$ cat config.mk
export PLATFORM = sky130hd
export DESIGN_NAME = oxa_ctrl
export DESIGN_NICKNAME = d
export VERILOG_FILES = /design/src/hw/oxa_pkg.sv /design/src/hw/oxa_ctrl.sv
export SDC_FILE = /design/constraint.sdc
export NUM_CORES = 2
export LEC_CHECK = 0
export ABC_AREA = 1
export BUFFER_PORTS_ARGS = -buffer_cell sky130_fd_sc_hd__buf_4
export CORE_ASPECT_RATIO = 1.4
export CORE_MARGIN = 2
export CORE_UTILIZATION = 49
export CTS_CLUSTER_SIZE = 12
export DETAILED_ROUTE_END_ITERATION = 16
export GPL_TIMING_DRIVEN = 0
export PLACE_DENSITY = 0.65
export SLEW_MARGIN = 20
export SYNTH_ARGS = -nofsm -noshare
export SYNTH_HDL_FRONTEND = slang
export SYNTH_SLANG_ARGS = --single-unit
$ cat constraint.sdc
create_clock -name clk -period 110.5 [get_ports clk]
set_input_delay 5.525 -clock clk [delete_from_list [all_inputs] [get_ports clk]]
set_output_delay 5.525 -clock clk [all_outputs]
set_load 0.03 [all_outputs]
$ cat src/hw/oxa_pkg.sv
// Shared constants, types and helpers for the oxygen alarm and autorange controller
package oxa_pkg;

   ////////////////////////////////////////////////////////////////////////////////
   // Concentration in units of 0.01 % oxygen
   localparam int          CONC_W      = 16;
   localparam logic [15:0] CONC_MIN_UP = 16'h0001;
   localparam logic [15:0] CONC_MAX    = 16'h2710;
   localparam logic [15:0] RNG_LO_RST  = 16'h0064;
   localparam logic [15:0] RNG_MED_RST = 16'h01f4;
   localparam logic [15:0] RNG_HI_RST  = 16'h03e8;
   localparam logic [15:0] CAL_UP      = 16'h09c4;
   // Downward range step needs the reading this far under the lower full scale
   localparam logic [15:0] RNG_HYST    = 16'h0005;

   ////////////////////////////////////////////////////////////////////////////////
   // Analog codes: volts in mV, currents in uA
   localparam logic [15:0] MV_FS       = 16'h03e8;
   localparam logic [15:0] UA_ZERO     = 16'h0fa0;
   localparam logic [15:0] UA_SPAN     = 16'h3e80;
   localparam logic [15:0] RID_LO_MV   = 16'h00fa;
   localparam logic [15:0] RID_MED_MV  = 16'h01f4;
   localparam logic [15:0] RID_HI_MV   = 16'h02ee;
   localparam logic [15:0] RID_CAL_MV  = 16'h03e8;
   localparam logic [15:0] RID_LO_UA   = 16'h1f40;
   localparam logic [15:0] RID_MED_UA  = 16'h2ee0;
   localparam logic [15:0] RID_HI_UA   = 16'h3e80;
   localparam logic [15:0] RID_CAL_UA  = 16'h4e20;

   ////////////////////////////////////////////////////////////////////////////////
   // Key repeat timing
   localparam int CLK_KHZ     = 250000;
   localparam int KEY_HOLD_MS = 500;
   localparam int KEY_RPT_MS  = 50;
   localparam int KEY_HOLD_CYC = KEY_HOLD_MS * CLK_KHZ;
   localparam int KEY_RPT_CYC  = KEY_RPT_MS * CLK_KHZ;

   ////////////////////////////////////////////////////////////////////////////////
   // Register map (byte addresses) and fields
   localparam int         ADDR_W     = 8;
   localparam logic [7:0] REG_CTRL   = 8'h00;
   localparam logic [7:0] REG_STATUS = 8'h04;
   localparam logic [7:0] REG_AL1    = 8'h08;
   localparam logic [7:0] REG_AL2    = 8'h0c;
   localparam logic [7:0] REG_RNG_LM = 8'h10;
   localparam logic [7:0] REG_RNG_H  = 8'h14;
   localparam logic [7:0] REG_CONC   = 8'h18;
   localparam int CTRL_TGT_LSB   = 0;
   localparam int CTRL_START_BIT = 4;
   localparam int CTRL_DONE_BIT  = 5;

   // Key targets: bit 3 picks the alarm, low bits the alarm parameter
   localparam logic [2:0] P_SP   = 3'h0;
   localparam logic [2:0] P_DIR  = 3'h1;
   localparam logic [2:0] P_DFT  = 3'h2;
   localparam logic [2:0] P_FS   = 3'h3;
   localparam logic [2:0] P_LTCH = 3'h4;
   localparam logic [3:0] T_RNG_LO  = 4'h5;
   localparam logic [3:0] T_RNG_MED = 4'h6;
   localparam logic [3:0] T_RNG_HI  = 4'h7;
   localparam logic [3:0] T_MODE    = 4'hd;

   ////////////////////////////////////////////////////////////////////////////////
   typedef enum logic [1:0] {
      R_LOW  = 2'h0,
      R_MED  = 2'h1,
      R_HIGH = 2'h3,
      R_CAL  = 2'h2
   } oxa_range_t;

   typedef enum logic [1:0] {
      M_AUTO = 2'h0,
      M_FLO  = 2'h1,
      M_FMED = 2'h2,
      M_FHI  = 2'h3
   } oxa_mode_t;

   typedef enum logic {
      ST_MEASURE = 1'b0,
      ST_CONFIG  = 1'b1
   } oxa_state_t;

   typedef struct packed {
      logic        latching;
      logic        failsafe;
      logic        defeat;
      logic        dir_high;
      logic [15:0] setpoint;
   } oxa_alarm_t;

   localparam oxa_alarm_t ALARM_RST = '{1'b0, 1'b0, 1'b0, 1'b1, 16'h0000};

   typedef struct packed {
      logic [15:0] conc_mv;
      logic [15:0] conc_ua;
      logic [15:0] rid_mv;
      logic [15:0] rid_ua;
   } oxa_analog_t;

   // Linear scaling c * fs / up, up never zero
   function automatic logic [15:0] oxa_scale(input logic [15:0] c, input logic [15:0] up,
                                             input logic [15:0] fs);
      logic [31:0] prod;
      prod = c * fs;
      return 16'(prod / {16'h0000, up});
   endfunction

   // Saturating one-count step up or down
   function automatic logic [15:0] oxa_adj(input logic [15:0] v, input logic up_dir,
                                           input logic [15:0] lo, input logic [15:0] hi);
      if (up_dir) begin
         return (v >= hi) ? hi : 16'(v + 16'h0001);
      end
      return (v <= lo) ? lo : 16'(v - 16'h0001);
   endfunction

endpackage

$ cat src/hw/oxa_ctrl.sv
// Alarm, autorange and analog output controller of the oxygen analyzer
//
// Notes on behaviour
// - Each of two alarms holds setpoint, direction, defeat, failsafe and latching.
// - Defeat on-then-off, or latching off-then-on, in two key steps clears latch.
// - Holding an up or down key repeats steps at a faster rate.
// - Three ranges low, medium, high, each from zero to a set upper value.
// - Upper values default to 1.00, 5.00 and 10.00 percent.
// - Range mode comes out of reset as automatic.
// - Auto: above the active upper value, step to the next higher range.
// - Auto: slightly under the lower range's full scale, step down to it.
// - Auto: above the highest range, go to the zero to 25 percent range.
// - Crossing 25 percent alone never selects the calibration range.
// - Back within the highest range, calibration range returns to highest.
// - In the calibration range the reported reading is clamped to 25 percent.
// - Range mode is automatic or fixed low, medium or high.
// - Fixed range over its upper value saturates the output at full scale.
// - The concentration register always shows the true reading.
// - Output linear: zero is 0 V or 4 mA, upper value is 1 V or 20 mA.
// - Range ID levels 0.25, 0.50, 0.75, 1.00 V or 8, 12, 16, 20 mA.
// - Configuration done or measure key returns to the measuring state.
// - High alarm trips above setpoint, low alarm trips below it.
// - Failsafe de-energizes the relay in alarm, non-failsafe energizes it.
// - Latching alarm holds until reset; non-latching follows the condition.
// - A defeated alarm never activates its relay.
//
// The register offsets and strobed register access were chosen for this implementation.
`timescale 1ns/1ps
module oxa_ctrl
   import oxa_pkg::*;
#(
   parameter int HOLD_CYC = KEY_HOLD_CYC,
   parameter int RPT_CYC  = KEY_RPT_CYC
) (
   // Clock and reset
   input  wire logic              clk,
   input  wire logic              sys_rst,
   // Register port
   input  wire logic [ADDR_W-1:0] reg_addr,
   input  wire logic [31:0]       reg_wdata,
   input  wire logic              reg_wr,
   input  wire logic              reg_rd,
   output logic      [31:0]       reg_rdata,
   // Front-panel keys, levels
   input  wire logic              key_up,
   input  wire logic              key_down,
   input  wire logic              key_measure,
   // Measured concentration, 0.01 % units
   input  wire logic [15:0]       conc,
   // Relays, analog outputs, reported reading and measuring flag
   output logic      [1:0]        relay_energize,
   output oxa_analog_t            analog_out,
   output logic      [15:0]       reading,
   output logic                   measuring
);

   ////////////////////////////////////////////////////////////////////////////////
   // Settings and state
   oxa_state_t  state;
   oxa_mode_t   mode;
   oxa_range_t  rng;
   oxa_alarm_t  al [2];
   logic [15:0] rng_up [3];
   logic [3:0]  tgt;
   logic [1:0]  alarm_q;
   logic        last_ok;
   logic [3:0]  last_tgt;
   logic        last_val;

   ////////////////////////////////////////////////////////////////////////////////
   // Register decode
   wire wr_ctrl  = reg_wr & (reg_addr == REG_CTRL);
   wire go_cfg   = wr_ctrl & reg_wdata[CTRL_START_BIT];
   wire go_done  = wr_ctrl & reg_wdata[CTRL_DONE_BIT];

   oxa_state_t next_state;
   always_comb begin
      next_state = state;
      if (key_measure || go_done) begin
         next_state = ST_MEASURE;
      end else if (go_cfg) begin
         next_state = ST_CONFIG;
      end
   end

   ////////////////////////////////////////////////////////////////////////////////
   // Key repeat: first step on press, then after the hold time at the fast rate
   logic        key_prev;
   logic        fast;
   logic [31:0] kcnt;
   wire         key_one  = key_up ^ key_down;
   wire         key_edge = key_one & ~key_prev;
   wire  [31:0] kcnt_lim = fast ? 32'(RPT_CYC - 1) : 32'(HOLD_CYC - 1);
   wire         kcnt_end = key_one & ~key_edge & (kcnt == kcnt_lim);
   wire         key_step = (state == ST_CONFIG) & (key_edge | kcnt_end);

   always_ff @(posedge clk) begin
      if (sys_rst) begin
         key_prev <= 1'b0;
         fast     <= 1'b0;
         kcnt     <= 32'h0000_0000;
      end else begin
         key_prev <= key_one;
         if (!key_one || key_edge) begin
            kcnt <= 32'h0000_0000;
            fast <= 1'b0;
         end else if (kcnt_end) begin
            kcnt <= 32'h0000_0000;
            fast <= 1'b1;
         end else begin
            kcnt <= kcnt + 32'h0000_0001;
         end
      end
   end

   ////////////////////////////////////////////////////////////////////////////////
   // Key steps on the selected setting
   wire       tgt_al  = (tgt[2:0] <= P_LTCH);
   wire       tgt_ai  = tgt[3];
   wire       tgt_rng = (tgt == T_RNG_LO) | (tgt == T_RNG_MED) | (tgt == T_RNG_HI);
   wire [1:0] rng_ix  = 2'(tgt[1:0] - 2'h1);
   wire       same_as_last = last_ok & (last_tgt == tgt);

   oxa_alarm_t  next_al [2];
   logic [15:0] next_up [3];
   oxa_mode_t   next_mode;
   logic [1:0]  lat_clr;
   logic        step_val;

   always_comb begin
      next_al   = al;
      next_up   = rng_up;
      next_mode = mode;
      lat_clr   = 2'h0;
      step_val  = 1'b0;
      if (key_step && tgt_al) begin
         case (tgt[2:0])
            P_SP: begin
               next_al[tgt_ai].setpoint = oxa_adj(al[tgt_ai].setpoint, key_up,
                                                  16'h0000, CONC_MAX);
            end
            P_DIR: begin
               next_al[tgt_ai].dir_high = ~al[tgt_ai].dir_high;
               step_val = next_al[tgt_ai].dir_high;
            end
            P_DFT: begin
               next_al[tgt_ai].defeat = ~al[tgt_ai].defeat;
               step_val = next_al[tgt_ai].defeat;
               // Defeat went on, now off again
               lat_clr[tgt_ai] = same_as_last & last_val & ~step_val;
            end
            P_FS: begin
               next_al[tgt_ai].failsafe = ~al[tgt_ai].failsafe;
               step_val = next_al[tgt_ai].failsafe;
            end
            default: begin
               next_al[tgt_ai].latching = ~al[tgt_ai].latching;
               step_val = next_al[tgt_ai].latching;
               // Latching went off, now on again
               lat_clr[tgt_ai] = same_as_last & ~last_val & step_val;
            end
         endcase
      end else if (key_step && tgt_rng) begin
         // Lower bound one count keeps the scaling divisor non-zero
         next_up[rng_ix] = oxa_adj(rng_up[rng_ix], key_up, CONC_MIN_UP, CONC_MAX);
      end else if (key_step && (tgt == T_MODE)) begin
         next_mode = oxa_mode_t'(key_up ? 2'(mode + 2'h1) : 2'(mode - 2'h1));
      end
   end

   always_ff @(posedge clk) begin
      if (sys_rst) begin
         state    <= ST_MEASURE;
         tgt      <= 4'h0;
         mode     <= M_AUTO;
         al[0]    <= ALARM_RST;
         al[1]    <= ALARM_RST;
         rng_up[0] <= RNG_LO_RST;
         rng_up[1] <= RNG_MED_RST;
         rng_up[2] <= RNG_HI_RST;
         last_ok  <= 1'b0;
         last_tgt <= 4'h0;
         last_val <= 1'b0;
      end else begin
         state  <= next_state;
         al     <= next_al;
         rng_up <= next_up;
         mode   <= next_mode;
         if (wr_ctrl) begin
            tgt <= reg_wdata[CTRL_TGT_LSB +: 4];
         end
         if (key_step) begin
            last_ok  <= tgt_al;
            last_tgt <= tgt;
            last_val <= step_val;
         end else if (wr_ctrl || state == ST_MEASURE) begin
            last_ok <= 1'b0;
         end
      end
   end

   ////////////////////////////////////////////////////////////////////////////////
   // Alarm evaluation; set wins over a latch clear in the same cycle
   logic [1:0] cond;
   logic [1:0] next_alarm;
   logic [1:0] next_relay;
   always_comb begin
      for (int i = 0; i < 2; i++) begin
         cond[i] = al[i].dir_high ? (conc > al[i].setpoint)
                                  : (conc < al[i].setpoint);
         next_alarm[i] = ~al[i].defeat &
                         (cond[i] | (al[i].latching & alarm_q[i] & ~lat_clr[i]));
         next_relay[i] = al[i].failsafe ? ~next_alarm[i] : next_alarm[i];
      end
   end

   ////////////////////////////////////////////////////////////////////////////////
   // Range selection
   wire [16:0] conc_h  = {1'b0, conc} + {1'b0, RNG_HYST};
   wire        dn_med  = conc_h < {1'b0, rng_up[0]};
   wire        dn_hi   = conc_h < {1'b0, rng_up[1]};

   oxa_range_t next_rng;
   always_comb begin
      next_rng = rng;
      unique case (mode)
         M_FLO:  next_rng = R_LOW;
         M_FMED: next_rng = R_MED;
         M_FHI:  next_rng = R_HIGH;
         M_AUTO: begin
            unique case (rng)
               R_LOW: begin
                  if (conc > rng_up[0]) next_rng = R_MED;
               end
               R_MED: begin
                  if (conc > rng_up[1]) next_rng = R_HIGH;
                  else if (dn_med) next_rng = R_LOW;
               end
               R_HIGH: begin
                  // Calibration range only above the highest upper value
                  if (conc > rng_up[2]) next_rng = R_CAL;
                  else if (dn_hi) next_rng = R_MED;
               end
               R_CAL: begin
                  if (conc <= rng_up[2]) next_rng = R_HIGH;
               end
            endcase
         end
      endcase
   end

   ////////////////////////////////////////////////////////////////////////////////
   // Analog scaling against the active range
   wire [15:0] cur_up = (rng == R_LOW)  ? rng_up[0] :
                        (rng == R_MED)  ? rng_up[1] :
                        (rng == R_HIGH) ? rng_up[2] : CAL_UP;
   wire [15:0] sat_c  = (conc > cur_up) ? cur_up : conc;
   wire [15:0] clamp_c = ((rng == R_CAL) && (conc > CAL_UP)) ? CAL_UP : conc;

   oxa_analog_t next_analog;
   always_comb begin
      next_analog.conc_mv = oxa_scale(sat_c, cur_up, MV_FS);
      next_analog.conc_ua = 16'(UA_ZERO + oxa_scale(sat_c, cur_up, UA_SPAN));
      unique case (rng)
         R_LOW:  begin next_analog.rid_mv = RID_LO_MV;  next_analog.rid_ua = RID_LO_UA;  end
         R_MED:  begin next_analog.rid_mv = RID_MED_MV; next_analog.rid_ua = RID_MED_UA; end
         R_HIGH: begin next_analog.rid_mv = RID_HI_MV;  next_analog.rid_ua = RID_HI_UA;  end
         R_CAL:  begin next_analog.rid_mv = RID_CAL_MV; next_analog.rid_ua = RID_CAL_UA; end
      endcase
   end

   ////////////////////////////////////////////////////////////////////////////////
   // Register read mux
   wire [31:0] rd_mux = (reg_addr == REG_CTRL)   ? {26'h0, 1'b0, state, tgt} :
                        (reg_addr == REG_STATUS) ? {23'h0, state, mode, rng,
                                                    relay_energize, alarm_q} :
                        (reg_addr == REG_AL1)    ? {12'h0, al[0]} :
                        (reg_addr == REG_AL2)    ? {12'h0, al[1]} :
                        (reg_addr == REG_RNG_LM) ? {rng_up[1], rng_up[0]} :
                        (reg_addr == REG_RNG_H)  ? {14'h0, mode, rng_up[2]} :
                        (reg_addr == REG_CONC)   ? {16'h0, conc} : 32'h0000_0000;

   always_ff @(posedge clk) begin
      if (sys_rst) begin
         rng            <= R_LOW;
         alarm_q        <= 2'h0;
         relay_energize <= 2'h0;
         analog_out     <= '0;
         reading        <= 16'h0000;
         measuring      <= 1'b1;
         reg_rdata      <= 32'h0000_0000;
      end else begin
         rng            <= next_rng;
         alarm_q        <= next_alarm;
         relay_energize <= next_relay;
         analog_out     <= next_analog;
         reading        <= clamp_c;
         measuring      <= (next_state == ST_MEASURE);
         reg_rdata      <= reg_rd ? rd_mux : 32'h0000_0000;
      end
   end

   ////////////////////////////////////////////////////////////////////////////////
   // Checks
   chk_fixed_low_sel: assert property (@(posedge clk) disable iff (sys_rst)
      (mode == M_FLO) |=> (rng == R_LOW))
      else $error("fixed low mode did not select low range");

   chk_auto_step_up: assert property (@(posedge clk) disable iff (sys_rst)
      (mode == M_AUTO && rng == R_LOW && conc > rng_up[0]) |=> (rng == R_MED))
      else $error("auto range did not step up");

   chk_auto_step_down: assert property (@(posedge clk) disable iff (sys_rst)
      (mode == M_AUTO && rng == R_MED && conc <= rng_up[1] && dn_med) |=> (rng == R_LOW))
      else $error("auto range did not step down");

   chk_cal_enter: assert property (@(posedge clk) disable iff (sys_rst)
      (mode == M_AUTO && rng == R_HIGH && conc > rng_up[2]) |=> (rng == R_CAL))
      else $error("calibration range not entered");

   chk_cal_leave: assert property (@(posedge clk) disable iff (sys_rst)
      (mode == M_AUTO && rng == R_CAL && conc <= rng_up[2]) |=> (rng == R_HIGH))
      else $error("calibration range not left");

   chk_cal_clamp: assert property (@(posedge clk) disable iff (sys_rst)
      (rng == R_CAL) |=> (reading <= CAL_UP))
      else $error("reading above 25 percent in calibration range");

   chk_fixed_sat: assert property (@(posedge clk) disable iff (sys_rst)
      (rng != R_CAL && conc > cur_up) |=> (analog_out.conc_mv == MV_FS))
      else $error("analog output not saturated");

   chk_range_id: assert property (@(posedge clk) disable iff (sys_rst)
      (rng == R_MED) |=> (analog_out.rid_mv == RID_MED_MV && analog_out.rid_ua == RID_MED_UA))
      else $error("wrong range id level");

   chk_relay_sense: assert property (@(posedge clk) disable iff (sys_rst)
      1'b1 |=> (relay_energize[0] == ($past(al[0].failsafe) ? ~alarm_q[0] : alarm_q[0])))
      else $error("relay polarity wrong");

   chk_defeat_quiet: assert property (@(posedge clk) disable iff (sys_rst)
      al[0].defeat |=> !alarm_q[0])
      else $error("defeated alarm active");

   chk_latch_hold: assert property (@(posedge clk) disable iff (sys_rst)
      (alarm_q[0] && al[0].latching && !al[0].defeat && !lat_clr[0]) |=> alarm_q[0])
      else $error("latched alarm dropped");

   chk_latch_clear: assert property (@(posedge clk) disable iff (sys_rst)
      (lat_clr[0] && !cond[0]) |=> !alarm_q[0])
      else $error("latched alarm not cleared");

   chk_measure_key: assert property (@(posedge clk) disable iff (sys_rst)
      key_measure |=> measuring ##1 (state == ST_MEASURE))
      else $error("measure key did not return to measuring");

endmodule

; Word level (Yosys, flattened, before mapping)
; Index checks and enable logic that the tools add are counted.
[totals]
register_bits = 254
input_bits = 63
out_inout_bits = 115
word_cells = 263
[op_classes]
n_addsub = 10
multipliers = 2
div = 2
order_cmp = 23
n_eq_ne = 25
mux = 91
bitwise_logic = 47
n_reduce_logical = 27
[op_table]
columns = op, n
row1 = $mux W16, 21
row2 = $bwmux W40, 5
row3 = $mux W20, 9
row4 = $pmux W40 S4, 1
row5 = $pmux W32 S4, 1
row6 = $demux W20 S1, 5
row7 = $gt A16 B16 Y1, 6
row8 = $mux W18, 5
row9 = $mux W19, 4
row10 = $mux W17, 4
row11 = $bwmux W48, 1
row12 = $mul A16 B7 Y23 const B, 2
row13 = $lt A17 B16 Y1, 2
row14 = $add A16 B1 Y16 const B, 2
row15 = $add A32 B1 Y32 const B, 1
row16 = $bmux W16 S2, 1
row17 = $demux W16 S2, 1
row18 = $div A26 B16 Y32, 1
row19 = $div A30 B16 Y32, 1
row20 = $eq A32 B27 Y1, 1
row21 = $ge A16 B14 Y1 const B, 2
row22 = $le A16 B1 Y1 const B, 2
row23 = $lt A16 B16 Y1, 2
row24 = $mux W32, 1
row25 = other kinds (57), 146

; Logic depth before layout (Yosys ltp)
[depth]
word_depth = 20
mapped_depth = 640
depth_no_buf = 595

; Worst setup path after synthesis
; No wires, ideal clock.
[synth_path]
kind = input port to flip-flop
startpoint = input port conc[15]
endpoint = register analog_out[32] (netlist bit)
setup_time_ns = 0.117
t_arrival_ns = 85.450
required_ns = 110.383
path_slack_ns = 24.933
path_stages = 584
path_buffers = 46
path_cell_list = ha_1 > nand2_1 > inv_1 > nand3_1 > nor3_1 > o21ai_1 > o2111ai_1 > nand2_1 > clkbuf_1 > clkbuf_1 > o21ai_0 > fa_1 > fa_1 > fa_1 > inv_1 > fa_1 > inv_1 > ha_1 > [548 not listed] > nor2_4 > nand3_2 > nor2_4 > nand2_4 > buf_6 > buf_8 > o21ai_1 > inv_2 > ha_1 > a21oi_1 > nor2_1 > a211oi_1 > o221a_2 > nand3_1 > nor2_1 > nand2_1 > nor2_1 > a21oi_1
[synth_between]
elab_chain_cells = 5
[synth_lines]
columns = item, line_no
row1 = "start, declared", oxa_ctrl.sv:49  ; input wire logic [15:0] conc,
row2 = $gt A16 B16 Y1, oxa_ctrl.sv:257  ; wire [15:0] sat_c = (conc > cur_up) ? cur_up : conc;
row3 = $mux W16 *, oxa_ctrl.sv:257
row4 = $mul A16 B7 Y23 *, oxa_pkg.sv:104  ; prod = c * fs;
row5 = $div A30 B16 Y32 *, oxa_pkg.sv:105  ; return 16'(prod / {16'h0000, up});
row6 = $add A12 B16 Y16 *, oxa_ctrl.sv:263  ; next_analog.conc_ua = 16'(UA_ZERO + oxa_scale(sat_c, cur_up, UA_SPAN));
row7 = "end signal, assigned", oxa_ctrl.sv:296  ; analog_out <= next_analog;
row8 = "end, declared", oxa_ctrl.sv:52  ; output oxa_analog_t analog_out,
; Mark *: on every way between the ends. The rest lies on a longest branch, timed or not.
; A chain may end at the register's enable or synchronous reset.

; Worst setup path after layout
; Ends and elaborated chain as after synthesis.

==> out/metrics.yaml <==
synth:
  muxShareOfSynthArea_pct: 0.129
  ys_seq_area_share_pct: 7.14
  synth.top_cells.by_count: "2312 x nand2_1, 1508 x inv_1, 946 x ha_1"
  ys_ff_latch: 231
  yosysWarnings: 0
  synth_most_common_cell: "nand2_1"
  synthAdderAreaFrac_pct: 19.8
  netlist_instances: 10474
  avgSynthCellArea_um2: 6.19
  ys_top_cells_by_area: "ha_1 18%, nand2_1 13%, inv_1 8.7%, dfxtp_1 7.1%, a21oi_1 6.4%"
  netlist-cell-type-count: 95
  synth-compound-area-share_pct: 19.0
  yosys.area_share.simple_pct: 32.4
  synthXorXnorAreaFrac_pct: 9.65
  async_reset_ff_share_pct: 0
  synth-main-ff-cell: "dfxtp_1"
  synth_area_leader_cell: "ha_1"
  synth_top_family_by_area: "simple AND/OR/NAND/NOR gates"
  synth_edf_count: 0
  synth_area_um2: 64800
  synth_top_area_share_pct: 18.3
timing:
  min_period_ps: 100140
  final_max_slew_viol_count: 0
  setup_viol: 0
  max_freq_ghz: 0.00999
  fin_setup_tns_ps: 0
  finalCritPeriodShare_pct: 90.6
  relSlewSlack_pct: 21.1
  setup_ws_ps: 10360
  worst_pin_slew_ps: 1180
  skew_ps: 32.2
  hold_viol_final: 0
layout:
  diodes: 0
  final_util_pct: 53.1
  final-seq-area_um2: 4620
  area_growth_pct: 7.34
  layout-drive-gt1-share_pct: 9.63
  nFillCells: 13485
  layout.nets: 11733
  multi_input_area_um2: 52700
worst_setup_path:
  crit_top_cell: "inv_1"
  path_depth: 597
  regToRegSetupSlack_ps: 12030
  r2r_start: "rng[0]"
  worstPathArrival_ps: 100640
  crit_fanout: 10
  startpoint_type: "input port"
  crit_type: "in -> reg"
  crit_family: "compound AO/OA/AOI/OAI gates"
  crit_path_start: "conc[15]"
  critPathCaptureType: "register"
  cp_num_buf_inv: 153
  slowest_delay_ps: 550
  critPathSlowestCell: "fa_1"
  reg2reg_depth: 623
  r2r_end: "analog_out[48]"
  critPathRequiredTime_ps: 110990
placement:
  place_congestion: 1.01
  io_buffers: 137
  dp_hpwl_mm: 174
  place_ws_ps: 7090
clock_tree:
  cts_buffers: 28
  clk_latency_ps: 640
  holdBufCountCts: 0
  h-tree-depth: 1
  cts_tree: "yes"
  root_buffer: "clkbuf_16"
  cts_setup_buffers: 0
  cts.path.max_buffers: 3
  ctsResizeCount: 0
  path_clk_slew_ps: 60
  clock-sinks: 231
detailed_routing:
  wl_per_cell_um: 16.9
  drc: 0
  drtPass1Iterations: 6
  wl_mm: 210
  antenna_left: 0
  routed_via_density: 5.47
  drt_iter0_markers: 3893
  via_count: 68125
floorplanning:
  io_pins: 178
  initial_core_util_pct: 49.5
  die_y_um: 434
  rows: 157
  core_um2: 131000
  die_area_um2: 135000
  die_x_um: 311
grt:
  grt_pass1_wl_mm: 334
  grt_max_degree: 65
  grt_pass1_vias: 65575
  grtUsageTotal_pct: 30.1
  grt_antenna_before_repair: 7
  grt_overflow_total: 0
min_path:
  min_from: "kcnt[17]"
  hold_class: "reg -> reg"
  holdPathStages: 1
  min_to: "kcnt[17]"
flow_run:
  drv_cap: 0
run_status:
  status: "finished clean"
## worst max path at each step
stage / endpoint
after floorplan: analog_out[32]
after global placement: analog_out[32]
after detailed placement: analog_out[32]
after CTS: analog_out[32]
after global routing: analog_out[48]
final: analog_out[32]
## sequential cells by signal, summed over array words and instances, names as in the netlist, 4 cells and up, named ones only
name        flops
reg_rdata      32
last_tgt        4
al             38
analog_out     41
tgt             4
kcnt           32
rng_up         48
reading        16
## worst reg2reg max path, delay by kind of cell (launching register included)
family	cells	cell delay, ps
fa+ha+maj	31	9640
buf+inv	155	20380
simple gates	217	26340
compound gates	220	41360
flops	1	590
## per-layer routing
layer | routed length (µm) | track usage, %
met1 | 86200 | 34.3
met4 | 11300 | 14.4
met2 | 102000 | 55.8
met5 | 11 | 0
met3 | 10200 | 3.15
## area by class of cell
class                   instances  area share [%]
clock buffers                  38            1.12
plain buffers                 237            2.16
well taps                    1749            3.15
inverters                    1620            8.90
repair buffers                151            1.98
flip-flops and latches        231            6.65
clock inverters                13           0.264
multi-input cells            8404            75.8
## layout by cell type (no fill, tap or decap), types with 27 or more instances in the layout
cell / instances
buf_6: 28
clkbuf_1: 113
o21ai_1: 75
o21a_1: 27
dfxtp_1: 231
a211oi_1: 33
nand3_1: 465
nor3_1: 100
o21ai_0: 756
ha_1: 946
clkbuf_16: 28
xnor2_1: 257
nand2_4: 61
nand2_2: 175
buf_4: 179
inv_2: 72
a21oi_1: 823
or2_2: 102
a21o_1: 75
nand4_1: 198
inv_1: 1507
nor2_4: 42
o21bai_1: 72
nand3b_1: 39
nand2_1: 2312
a31oi_1: 32
nand3_2: 81
fa_1: 51
xor2_1: 455
nor2_2: 45
o211ai_1: 70
o31ai_1: 34
nor2_1: 772
## per-stage QoR
step / hold WS, ps / cells / instance area [µm²]
final: 465 / 12443 / 69600
after global routing: 476 / 12443 / 69600
after floorplan: 430 / 10494 / 64900
after detailed placement: 454 / 12394 / 68500
after CTS: 468 / 12445 / 69400
after global placement: 446 / 12380 / 68100
## cells by family (layout without fill, tap and decap cells)
family | after synthesis | after routing
adder cells (fa/ha/maj) | 997 | 997
AO/OA/AOI/OAI | 2174 | 2174
XOR/XNOR | 713 | 713
other | 1 | 21
buffers and inverters | 1859 | 2059
flip-flops | 231 | 231
multiplexers | 8 | 8
AND/OR/NAND/NOR | 4491 | 4491
Power is not shown: default switching activity piles up to over one toggle a cycle in this logic, so the estimate is an artifact.
